File: src/hdl/rspc_consts.svh
// constants of the repeater strap and configuration front end
// assumes a single 125 MHz clock and four-level pads already resolved to 2-bit codes
`ifndef RSPC_CONSTS_SVH
`define RSPC_CONSTS_SVH

// ==========================================================
// timing
`define RSPC_CLK_MHZ        125
`define RSPC_STABLE_NS      1000
`define RSPC_STABLE_CYC     ((`RSPC_STABLE_NS * `RSPC_CLK_MHZ) / 1000)
`define RSPC_CNT_W          8

// ==========================================================
// channels, banks and strap pin slots
`define RSPC_NUM_CH         8
`define RSPC_BANK_CH        4
`define RSPC_CH_CFG_W       4
`define RSPC_NUM_STRAP      8
`define RSPC_PIN_BANK_A_DEEMPH_SEL      0
`define RSPC_PIN_DEMA1      1
`define RSPC_PIN_BANK_B_DEEMPH_SEL      2
`define RSPC_PIN_DEMB1      3
`define RSPC_PIN_RATE       4
`define RSPC_PIN_SDTH       5
`define RSPC_PIN_RX_DETECT_CTRL      6
`define RSPC_PIN_MGMT       7

// ==========================================================
// four-level pad codes
`define RSPC_LVL_PD_STRONG  2'h0
`define RSPC_LVL_PD_WEAK    2'h1
`define RSPC_LVL_FLOAT      2'h2
`define RSPC_LVL_PU_STRONG  2'h3
`define RSPC_RX_DETECT_CTRL_HIZ_LVL  2'h0

// ==========================================================
// register map and reset values
`define RSPC_ADDR_CH_CFG    12'h000
`define RSPC_ADDR_STATUS    12'h004
`define RSPC_ADDR_IRQ_STAT  12'h008
`define RSPC_ADDR_IRQ_MASK  12'h00c
`define RSPC_CH_CFG_RST     32'h00000000
`define RSPC_IRQ_MASK_RST   4'h0
`define RSPC_IRQ_W          4
`define RSPC_IRQ_MODE       0
`define RSPC_IRQ_RATE       1
`define RSPC_IRQ_CABLE      2
`define RSPC_IRQ_LOAD       3

`endif

File: src/hdl/rspc_pkg.sv
// types of the repeater strap and configuration front end
// assumes nothing beyond the constants header
package rspc_pkg;

   // ==========================================================
   // decoded settings and states
   typedef logic [1:0] rspc_lvl_type;
   typedef enum logic [1:0] {
      RSPC_RATE_GEN12,
      RSPC_RATE_AUTO,
      RSPC_RATE_GEN3_NODE,
      RSPC_RATE_GEN3_DE
   } rspc_rate_type;
   typedef enum logic [1:0] {
      RSPC_MODE_PIN,
      RSPC_MODE_EEPROM,
      RSPC_MODE_SLAVE
   } rspc_mode_type;
   typedef enum logic {
      RSPC_LOAD_IDLE,
      RSPC_LOAD_BUSY
   } rspc_load_type;

endpackage : rspc_pkg

File: src/hdl/rspc_strap_if.sv
// carrier between the top and the strap level filter
// assumes raw codes are synchronous to the shared clock
`timescale 1ns/1ps
`include "rspc_consts.svh"

interface rspc_strap_if;
   logic [`RSPC_NUM_STRAP-1:0][1:0] raw_lvl;
   logic [`RSPC_NUM_STRAP-1:0][1:0] dec_lvl;
   modport top (output raw_lvl, input dec_lvl);
   modport dec (input raw_lvl, output dec_lvl);
endinterface : rspc_strap_if

File: src/hdl/rspc_strap_decode.sv
// per-pin level filter for the four-level straps
// assumes codes arrive synchronous to clk; a level must hold a full window to be taken
`timescale 1ns/1ps
`include "rspc_consts.svh"

module rspc_strap_decode (
   input wire logic  clk,
   input wire logic  rst_b,
   rspc_strap_if.dec strap
);

   // ==========================================================
   // one filter per strap pin
   for (genvar i = 0; i < `RSPC_NUM_STRAP; i++) begin : g_pin
      rspc_pkg::rspc_lvl_type   lvl_q, lvl_d;
      rspc_pkg::rspc_lvl_type   cand_q, cand_d;
      logic [`RSPC_CNT_W-1:0]   cnt_q, cnt_d;

      // restart the window on any code change so glitches never reach the setting
      always_comb begin
         lvl_d  = lvl_q;
         cand_d = cand_q;
         cnt_d  = cnt_q;
         if (strap.raw_lvl[i] != cand_q) begin
            cand_d = strap.raw_lvl[i];
            cnt_d  = '0;
         end else if (cnt_q == `RSPC_CNT_W'(`RSPC_STABLE_CYC - 1)) begin
            lvl_d = cand_q;
         end else begin
            cnt_d = cnt_q + `RSPC_CNT_W'(1);
         end
      end

      always_ff @(posedge clk) begin
         if (!rst_b) begin
            lvl_q  <= `RSPC_LVL_PD_STRONG;
            cand_q <= `RSPC_LVL_PD_STRONG;
            cnt_q  <= '0;
         end else begin
            lvl_q  <= lvl_d;
            cand_q <= cand_d;
            cnt_q  <= cnt_d;
         end
      end

      assign strap.dec_lvl[i] = lvl_q;
   end

endmodule : rspc_strap_decode

File: src/hdl/rspc_top.sv
// configuration front end of an eight-channel serial-link repeater
// assumes pads resolve four-level straps to 2-bit codes and an outside loader/bus engine
//
// Summary of operation
// - pin mode: bank de-emphasis from its two pins, active in gen1/2 only
// - bank de-emphasis pins count as configuration only while mode pin is low
// - eight channels form banks A and B of four, set together
// - with mode pin high, per-channel settings come from registers
// - with mode pin high, bank A pins become clock/data, bank B address bits
// - rate pin: strong low gen1/2, float auto, weak low gen3, high gen3+de
// - signal detect threshold follows the decoded threshold pin level
// - rx detect pin picks low-ohm or high-impedance termination in every mode
// - cable absent high puts the device into low power
// - load result output high on failed eeprom load, low on success
// - mode pin high slave, floating eeprom master, low pin mode
// - eeprom load starts on a falling edge of the load trigger
`timescale 1ns/1ps
`include "rspc_consts.svh"

module rspc_top (
   input  wire logic                         clk,
   input  wire logic                         rst_b,
   input  wire logic                         psel,
   input  wire logic                         penable,
   input  wire logic                         pwrite,
   input  wire logic [11:0]                  paddr,
   input  wire logic [31:0]                  pwdata,
   output logic      [31:0]                  prdata,
   output logic                              pready,
   output logic                              pslverr,
   input  wire logic [1:0][1:0]              bank_a_deemph_sel,
   input  wire logic [1:0][1:0]              bank_b_deemph_sel,
   input  wire logic [1:0]                   mgmt_bus_mode_sel,
   input  wire logic [1:0]                   rate_sel,
   input  wire logic [1:0]                   sig_detect_threshold_sel,
   input  wire logic [1:0]                   rx_detect_ctrl,
   input  wire logic                         cable_absent,
   input  wire logic                         eeprom_load_trigger,
   input  wire logic                         eeprom_load_done,
   input  wire logic                         eeprom_load_ok,
   input  wire logic                         link_gen3_detected,
   output logic                              smb_scl_in,
   output logic                              smb_sda_in,
   output logic                              slave_addr_bit0,
   output logic                              slave_addr_bit1,
   output logic                              mgmt_slave_mode,
   output logic                              eeprom_load_start,
   output logic [`RSPC_NUM_CH*`RSPC_CH_CFG_W-1:0] ch_deemph,
   output logic [`RSPC_NUM_CH-1:0]           ch_deemph_en,
   output logic [1:0]                        rate_mode,
   output logic [1:0]                        sd_threshold,
   output logic                              rx_term_low_ohm,
   output logic                              low_power,
   output logic                              config_load_result,
   output logic                              irq
);

   // ==========================================================
   // strap level filter
   rspc_strap_if strap ();

   assign strap.raw_lvl = {mgmt_bus_mode_sel, rx_detect_ctrl, sig_detect_threshold_sel,
                           rate_sel, bank_b_deemph_sel, bank_a_deemph_sel};

   rspc_strap_decode u_dec (
      .clk   (clk),
      .rst_b (rst_b),
      .strap (strap)
   );

   // ==========================================================
   // mode and rate decode
   rspc_pkg::rspc_mode_type mode_q, mode_d;
   rspc_pkg::rspc_rate_type rate_q, rate_d;
   logic [1:0]              sdth_q, sdth_d;
   logic                    rxterm_q, rxterm_d;
   logic                    lowpwr_q, lowpwr_d;

   // weak pull-down on the mode pin has no meaning; treat it as pin mode
   always_comb begin
      case (strap.dec_lvl[`RSPC_PIN_MGMT])
         `RSPC_LVL_PU_STRONG: mode_d = rspc_pkg::RSPC_MODE_SLAVE;
         `RSPC_LVL_FLOAT:     mode_d = rspc_pkg::RSPC_MODE_EEPROM;
         default:             mode_d = rspc_pkg::RSPC_MODE_PIN;
      endcase
      case (strap.dec_lvl[`RSPC_PIN_RATE])
         `RSPC_LVL_PD_STRONG: rate_d = rspc_pkg::RSPC_RATE_GEN12;
         `RSPC_LVL_FLOAT:     rate_d = rspc_pkg::RSPC_RATE_AUTO;
         `RSPC_LVL_PD_WEAK:   rate_d = rspc_pkg::RSPC_RATE_GEN3_NODE;
         default:             rate_d = rspc_pkg::RSPC_RATE_GEN3_DE;
      endcase
      sdth_d   = strap.dec_lvl[`RSPC_PIN_SDTH];
      rxterm_d = strap.dec_lvl[`RSPC_PIN_RX_DETECT_CTRL] != `RSPC_RX_DETECT_CTRL_HIZ_LVL;
      lowpwr_d = cable_absent;
   end

   always_ff @(posedge clk) begin
      if (!rst_b) begin
         mode_q   <= rspc_pkg::RSPC_MODE_PIN;
         rate_q   <= rspc_pkg::RSPC_RATE_GEN12;
         sdth_q   <= `RSPC_LVL_PD_STRONG;
         rxterm_q <= 1'b0;
         lowpwr_q <= 1'b0;
      end else begin
         mode_q   <= mode_d;
         rate_q   <= rate_d;
         sdth_q   <= sdth_d;
         rxterm_q <= rxterm_d;
         lowpwr_q <= lowpwr_d;
      end
   end

   // ==========================================================
   // per-channel de-emphasis source
   logic [`RSPC_CH_CFG_W-1:0]                bank_a_cfg;
   logic [`RSPC_CH_CFG_W-1:0]                bank_b_cfg;
   logic [`RSPC_NUM_CH*`RSPC_CH_CFG_W-1:0]   ch_cfg_q, ch_cfg_d;
   logic [`RSPC_NUM_CH*`RSPC_CH_CFG_W-1:0]   ch_src;
   logic [`RSPC_NUM_CH*`RSPC_CH_CFG_W-1:0]   deemph_q, deemph_d;
   logic [`RSPC_NUM_CH-1:0]                  deemph_en_q, deemph_en_d;
   logic                                     pin_mode;

   assign pin_mode   = mode_d == rspc_pkg::RSPC_MODE_PIN;
   assign bank_a_cfg = {strap.dec_lvl[`RSPC_PIN_DEMA1], strap.dec_lvl[`RSPC_PIN_BANK_A_DEEMPH_SEL]};
   assign bank_b_cfg = {strap.dec_lvl[`RSPC_PIN_DEMB1], strap.dec_lvl[`RSPC_PIN_BANK_B_DEEMPH_SEL]};

   // pins only in pin mode, else each channel from its own register nibble
   for (genvar c = 0; c < `RSPC_NUM_CH; c++) begin : g_ch
      assign ch_src[c*`RSPC_CH_CFG_W +: `RSPC_CH_CFG_W] =
         !pin_mode ? ch_cfg_q[c*`RSPC_CH_CFG_W +: `RSPC_CH_CFG_W] :
         (c < `RSPC_BANK_CH) ? bank_a_cfg : bank_b_cfg;
   end

   // de-emphasis only acts at gen1/2 rates; auto follows the detected rate
   always_comb begin
      deemph_d    = ch_src;
      deemph_en_d = {`RSPC_NUM_CH{(rate_d == rspc_pkg::RSPC_RATE_GEN12) ||
                    ((rate_d == rspc_pkg::RSPC_RATE_AUTO) && !link_gen3_detected)}};
   end

   always_ff @(posedge clk) begin
      if (!rst_b) begin
         deemph_q    <= '0;
         deemph_en_q <= '0;
      end else begin
         deemph_q    <= deemph_d;
         deemph_en_q <= deemph_en_d;
      end
   end

   // ==========================================================
   // management bus pin reuse
   logic scl_q, scl_d, sda_q, sda_d, ad0_q, ad0_d, ad1_q, ad1_d;

   // high half of the pad code reads as a logic one on two-level use
   always_comb begin
      scl_d = !pin_mode && strap.raw_lvl[`RSPC_PIN_BANK_A_DEEMPH_SEL][1];
      sda_d = !pin_mode && strap.raw_lvl[`RSPC_PIN_DEMA1][1];
      ad0_d = !pin_mode && strap.raw_lvl[`RSPC_PIN_BANK_B_DEEMPH_SEL][1];
      ad1_d = !pin_mode && strap.raw_lvl[`RSPC_PIN_DEMB1][1];
   end

   always_ff @(posedge clk) begin
      if (!rst_b) begin
         scl_q <= 1'b0;
         sda_q <= 1'b0;
         ad0_q <= 1'b0;
         ad1_q <= 1'b0;
      end else begin
         scl_q <= scl_d;
         sda_q <= sda_d;
         ad0_q <= ad0_d;
         ad1_q <= ad1_d;
      end
   end

   // ==========================================================
   // eeprom load sequencing
   rspc_pkg::rspc_load_type load_q, load_d;
   logic                    trig_q;
   logic                    start_q, start_d;
   logic                    result_q, result_d;
   logic                    load_ev;

   // triggers during a load are ignored; the loader owns the bus until done
   always_comb begin
      load_d   = load_q;
      start_d  = 1'b0;
      result_d = result_q;
      load_ev  = 1'b0;
      case (load_q)
         rspc_pkg::RSPC_LOAD_IDLE: begin
            if (mode_q == rspc_pkg::RSPC_MODE_EEPROM && trig_q && !eeprom_load_trigger) begin
               start_d = 1'b1;
               load_d  = rspc_pkg::RSPC_LOAD_BUSY;
            end
         end
         default: begin
            if (eeprom_load_done) begin
               result_d = !eeprom_load_ok;
               load_ev  = 1'b1;
               load_d   = rspc_pkg::RSPC_LOAD_IDLE;
            end
         end
      endcase
   end

   always_ff @(posedge clk) begin
      if (!rst_b) begin
         load_q   <= rspc_pkg::RSPC_LOAD_IDLE;
         trig_q   <= 1'b0;
         start_q  <= 1'b0;
         result_q <= 1'b0;
      end else begin
         load_q   <= load_d;
         trig_q   <= eeprom_load_trigger;
         start_q  <= start_d;
         result_q <= result_d;
      end
   end

   // ==========================================================
   // apb register slave and interrupt
   logic [`RSPC_IRQ_W-1:0] stat_q, stat_d, mask_q, mask_d, ev;
   logic [31:0]            prdata_q, prdata_d, status_w;
   logic                   wr_acc, rd_acc, setup, hit;

   assign setup  = psel && !penable;
   assign wr_acc = psel && penable && pwrite;
   assign rd_acc = psel && penable && !pwrite;
   assign hit    = paddr == `RSPC_ADDR_CH_CFG || paddr == `RSPC_ADDR_STATUS ||
                   paddr == `RSPC_ADDR_IRQ_STAT || paddr == `RSPC_ADDR_IRQ_MASK;
   assign status_w = {22'h000000, load_q == rspc_pkg::RSPC_LOAD_BUSY, result_q, lowpwr_q,
                      mode_q, rxterm_q, sdth_q, rate_q};

   // event sets win over the clearing read in the same cycle
   always_comb begin
      ev                  = '0;
      ev[`RSPC_IRQ_MODE]  = mode_d != mode_q;
      ev[`RSPC_IRQ_RATE]  = rate_d != rate_q;
      ev[`RSPC_IRQ_CABLE] = lowpwr_d != lowpwr_q;
      ev[`RSPC_IRQ_LOAD]  = load_ev;
      stat_d   = stat_q;
      mask_d   = mask_q;
      ch_cfg_d = ch_cfg_q;
      prdata_d = prdata_q;
      if (rd_acc && paddr == `RSPC_ADDR_IRQ_STAT) begin
         stat_d = '0;
      end
      stat_d = stat_d | ev;
      if (wr_acc && paddr == `RSPC_ADDR_CH_CFG) begin
         ch_cfg_d = pwdata;
      end else if (wr_acc && paddr == `RSPC_ADDR_IRQ_MASK) begin
         mask_d = pwdata[`RSPC_IRQ_W-1:0];
      end
      if (setup && paddr == `RSPC_ADDR_CH_CFG) begin
         prdata_d = ch_cfg_q;
      end else if (setup && paddr == `RSPC_ADDR_STATUS) begin
         prdata_d = status_w;
      end else if (setup && paddr == `RSPC_ADDR_IRQ_STAT) begin
         prdata_d = {28'h0000000, stat_q};
      end else if (setup && paddr == `RSPC_ADDR_IRQ_MASK) begin
         prdata_d = {28'h0000000, mask_q};
      end else if (setup) begin
         prdata_d = '0;
      end
   end

   always_ff @(posedge clk) begin
      if (!rst_b) begin
         stat_q   <= '0;
         mask_q   <= `RSPC_IRQ_MASK_RST;
         ch_cfg_q <= `RSPC_CH_CFG_RST;
         prdata_q <= '0;
      end else begin
         stat_q   <= stat_d;
         mask_q   <= mask_d;
         ch_cfg_q <= ch_cfg_d;
         prdata_q <= prdata_d;
      end
   end

   // ==========================================================
   // outputs
   assign prdata             = prdata_q;
   assign pready             = 1'b1;
   assign pslverr            = psel && penable && !hit;
   assign irq                = |(stat_q & mask_q);
   assign smb_scl_in         = scl_q;
   assign smb_sda_in         = sda_q;
   assign slave_addr_bit0    = ad0_q;
   assign slave_addr_bit1    = ad1_q;
   assign mgmt_slave_mode    = mode_q == rspc_pkg::RSPC_MODE_SLAVE;
   assign eeprom_load_start  = start_q;
   assign ch_deemph          = deemph_q;
   assign ch_deemph_en       = deemph_en_q;
   assign rate_mode          = rate_q;
   assign sd_threshold       = sdth_q;
   assign rx_term_low_ohm    = rxterm_q;
   assign low_power          = lowpwr_q;
   assign config_load_result = result_q;
endmodule : rspc_top

File: config.mk
export PLATFORM = sky130hd
export DESIGN_NAME = rspc_top
export DESIGN_NICKNAME = d
export VERILOG_FILES = /design/src/hdl/rspc_pkg.sv /design/src/hdl/rspc_strap_if.sv /design/src/hdl/rspc_strap_decode.sv /design/src/hdl/rspc_top.sv
export VERILOG_INCLUDE_DIRS = /design/src /design/src/hdl
export SDC_FILE = /design/constraint.sdc
export NUM_CORES = 1
export LEC_CHECK = 0
export BUFFER_PORTS_ARGS = -buffer_cell sky130_fd_sc_hd__buf_2
export CORE_ASPECT_RATIO = 0.9
export CORE_MARGIN = 3
export CORE_UTILIZATION = 55
export CTS_BUF_LIST = sky130_fd_sc_hd__clkbuf_4
export CTS_CLUSTER_DIAMETER = 100
export DETAILED_ROUTE_END_ITERATION = 7
export PLACE_DENSITY = 0.89
export SLEW_MARGIN = 20
export SYNTH_ARGS = -nofsm -noshare
export SYNTH_HDL_FRONTEND = slang
export SYNTH_SLANG_ARGS = --single-unit
File: constraint.sdc
create_clock -name clk -period 1.7 [get_ports clk]
set_input_delay 0.085 -clock clk [delete_from_list [all_inputs] [get_ports clk]]
set_output_delay 0.085 -clock clk [all_outputs]
set_load 0.03 [all_outputs]
==> impl_results.md <==
* EDFF count, synth at 0
* P_leak at 4.664 nW
* TNS Setup at 0 ps
* Inserted Clock Buffers at 53
* I/O pin count at 158
* Psw at 2.412 mW
* Fin crit share at 0.9825
* Fillers at 995
* Clock tree sinks at 217
* Fin Hold WS at 75.48 ps
* Root buffer selected by CTS: clkbuf_4
* Max_cap viols at 0
* CP Class: primary input to flip-flop
* Yosys warns at 0
* DR DRC count at 0
* Detailed placer's ending HPWL at 14.02 mm
* Share of cells above drive strength 1 at 0.2084
* WP data required at 2230 ps
* Drt via density at 5.504
* Cells after synthesis at 918
* Status: finished, final reports clean
* Placer Congestion at 0.9325
* Crit end category: flip-flop
* Arr. time, crit path at 2210 ps
* Clock Skew at 34.40 ps
* Synthesized net count at 1,004
* First-pass GRT wire length at 36.60 mm
* DRT Pass-1 Iters at 5
* Prevailing post-synth register cell: dfxtp_1
* Worst setup SP type: primary input
* Drt wl/cell at 16.26 um
* WL final at 23.06 mm
* Sequential Power Share at 0.522
* Syn Area/Cell at 9.310 sq um
* IO buf count at 156
* Tot GR Track Use at 0.2618
* Reg-to-reg setup timing slack at 240 ps
* Switching Share at 0.2434
* Layout Utilization at 0.7353
* Mapped Area at 0.008547 sq mm
* Layout net count at 1,267
* Largest net degree at the start of global routing at 66
* Die area at 0.01707 sq mm
* Worst-Skew Late Latency at 650 ps
* Post-Layout Cell Count at 1,418
* Crit. Startpoint: paddr[1]
* Worst vdd ir at 0.5079 mV
* Sequential area share after synthesis at 0.5083
* Die width at 137.4 um
* Clk slew on worst S/H paths at 70 ps
* Initial antenna violation count at 2
* Maximum clock path buffer count at 3
* Row count at 42
* Register bit total from synthesis at 217
* Hold/Removal Path Class: primary input to flip-flop
* Hold violation count in the final report at 0
* H-tree Lvls at 2
* Initial DRC count at 637
* CTS tree: done
* Worst-path fanout max at 3
* Tmin final at 1670 ps
* Vias in the first global route at 7,709
* Asr flop ratio synth at 0
* Combinational share of power at 0.062
* Final setup vio count at 0
* Min-delay src: psel
* Remaining antenna violation count after routing at 0
* GRT Residual Overflow at 0
* Clk pwr share at 0.416
* Reg-to-reg startpoint: u_dec.g_pin[5].cnt_q[2]$_SDFFE_PP0N_
* Max-slew violations at 0
* Area delta synth->final at 28.84%
* Placed cells at 1,238
* Internal power at 7.497 mW
* P per Cell Area at 899.8 mW/mm^2
* Tot Pwr at 9.909 mW
* Yosys cell types at 45
* Max Fclk at 598.7 MHz
* Core footprint at 0.01498 sq mm
* Vias at 7,805
* Initial cell density of the core at 0.5707
* DIE HEIGHT at 124.3 um
==> worst paths after layout <==
| check | endpoint | cells past startpoint |
|---|---|---|
| setup / recovery | prdata[3]$_SDFFE_PN0P_ | 7 |
| hold / removal | prdata[1]$_SDFFE_PN0P_ | 4 |
| setup reg to reg | u_dec.g_pin[5].lvl_q[1]$_SDFFE_PN0P_ | 4 |
| hold reg to reg | sd_threshold[0]$_SDFF_PN0_ | 2 |
==> placed cells by master (no fill, tap or decap), types with 22 or more instances in the layout <==
master         synthesis  routed
a21oi_1              113     113
a22o_1                22      22
buf_2                  3     156
clkbuf_4               0      70
dfxtp_1              217     217
dlygate4sd3_1          0      83
inv_1                 23      23
mux2i_1               31      31
nand2_1              154     154
nand3_1               33      33
nor2_1                38      38
xnor2_1               23      23
xor2_1                50      50
==> what timing repair did <==
| item | 4_1_cts | 5_1_grt |
|---|---|---|
| endpoints found under the hold margin | 99 | 0 |
| endpoints found under the setup margin | 0 | 1 |
| hold buffers | 83 | 0 |
| setup buffers | 0 | 3 |
| gates resized for setup | 0 | 1 |
==> cell usage after synthesis, drive strengths merged, types with 2 or more instances <==
master | number | share of area
a311o | 3 | 0.0035
a22oi | 5 | 0.0044
o2111a | 2 | 0.0026
inv | 24 | 0.011
a2bb2oi | 6 | 0.0061
clkbuf | 32 | 0.014
nor2b | 2 | 0.0015
and4 | 10 | 0.010
ha | 16 | 0.023
o21ai | 12 | 0.0070
nor3 | 9 | 0.0053
nor4bb | 3 | 0.0035
xnor2 | 23 | 0.024
dfxtp | 217 | 0.51
nor4 | 3 | 0.0057
nor2 | 38 | 0.017
mux2i | 31 | 0.036
a22o | 22 | 0.023
a21oi | 113 | 0.066
o31ai | 5 | 0.0044
and4b | 7 | 0.0082
and2 | 18 | 0.013
nand4b | 10 | 0.010
nand2 | 154 | 0.068
xor2 | 50 | 0.051
buf | 19 | 0.015
and3 | 18 | 0.013
nand3 | 33 | 0.019
nand4 | 10 | 0.0073
nor3b | 3 | 0.0026
nand2b | 10 | 0.0073
nand3b | 2 | 0.0018
==> final cells by class <==
| cell class | count | area, sq um | share of cell area |
|---|---|---|---|
| Clock buffer | 70 | 525.5 | 0.04772 |
| Inverter | 24 | 90.09 | 0.008181 |
| Antenna cell | 1 | 2.502 | 0.0002272 |
| Clock inverter | 23 | 118.9 | 0.01079 |
| Multi-Input combinational cell | 626 | 3871 | 0.3516 |
| Tap cell | 198 | 247.7 | 0.02250 |
| Timing Repair Buffer | 259 | 1812 | 0.1645 |
| Sequential cell | 217 | 4344 | 0.3945 |
==> kinds of logic after synthesis <==
group	share of synthesized area
other	0.0004388
adders and majority gates	0.02342
buffers and inverters	0.03953
muxes	0.03631
xor gates and xnor gates	0.07481
DFF	0.5083
AOI/OAI and AO/OA	0.1214
and+or+nand+nor	0.1959
==> per-layer routing <==
layer  GRT usage  vias to the layer above  share of wire
li1            -                     3712              -
met1      0.3134                     3646           0.40
met2      0.4323                      355           0.48
met3     0.05372                       90          0.072
met4      0.1485                        2          0.047
met5           0                        -        0.00056
==> state kept, by name, indices dropped and copies added, names as in the netlist, 2 cells and up <==
name                flops
u_dec.g_pin.cand_q     16
mode_q                  2
ch_deemph              32
u_dec.g_pin.cnt_q      64
stat_q                  4
u_dec.g_pin.lvl_q      16
ch_cfg_q               32
sd_threshold            2
rate_mode               2
prdata                 32
mask_q                  4
==> power by group through the flow <==
stage	clock, mW	sequential, mW	combinational (mW)
final	4.13	5.17	0.614
after global routing	4.43	5.17	0.666
after CTS	4.15	5.17	0.595
after detailed placement	0	5.28	0.448
after global placement	0	5.28	0.439
after floorplan	0	5.28	0.272
==> worst max-delay path, stage by stage <==
cell	delay [ps]
buf_2	120
dlygate4sd3_1	570
nor4_2	400
nand3_1	180
o21ai_0	200
dlygate4sd3_1	580
o21ai_1	70
==> metrics by stage <==
| stage | cell area [sq um] | setup slack, ps |
|---|---|---|
| floorplan | 8547 | 319.6 |
| global placement | 9505 | 176.2 |
| detailed placement | 9505 | 77.17 |
| CTS | 10980 | 30.85 |
| global route | 11010 | -3.655 |
| finish | 11010 | 29.80 |
No activity file was read; power rests on OpenSTA's default activity.
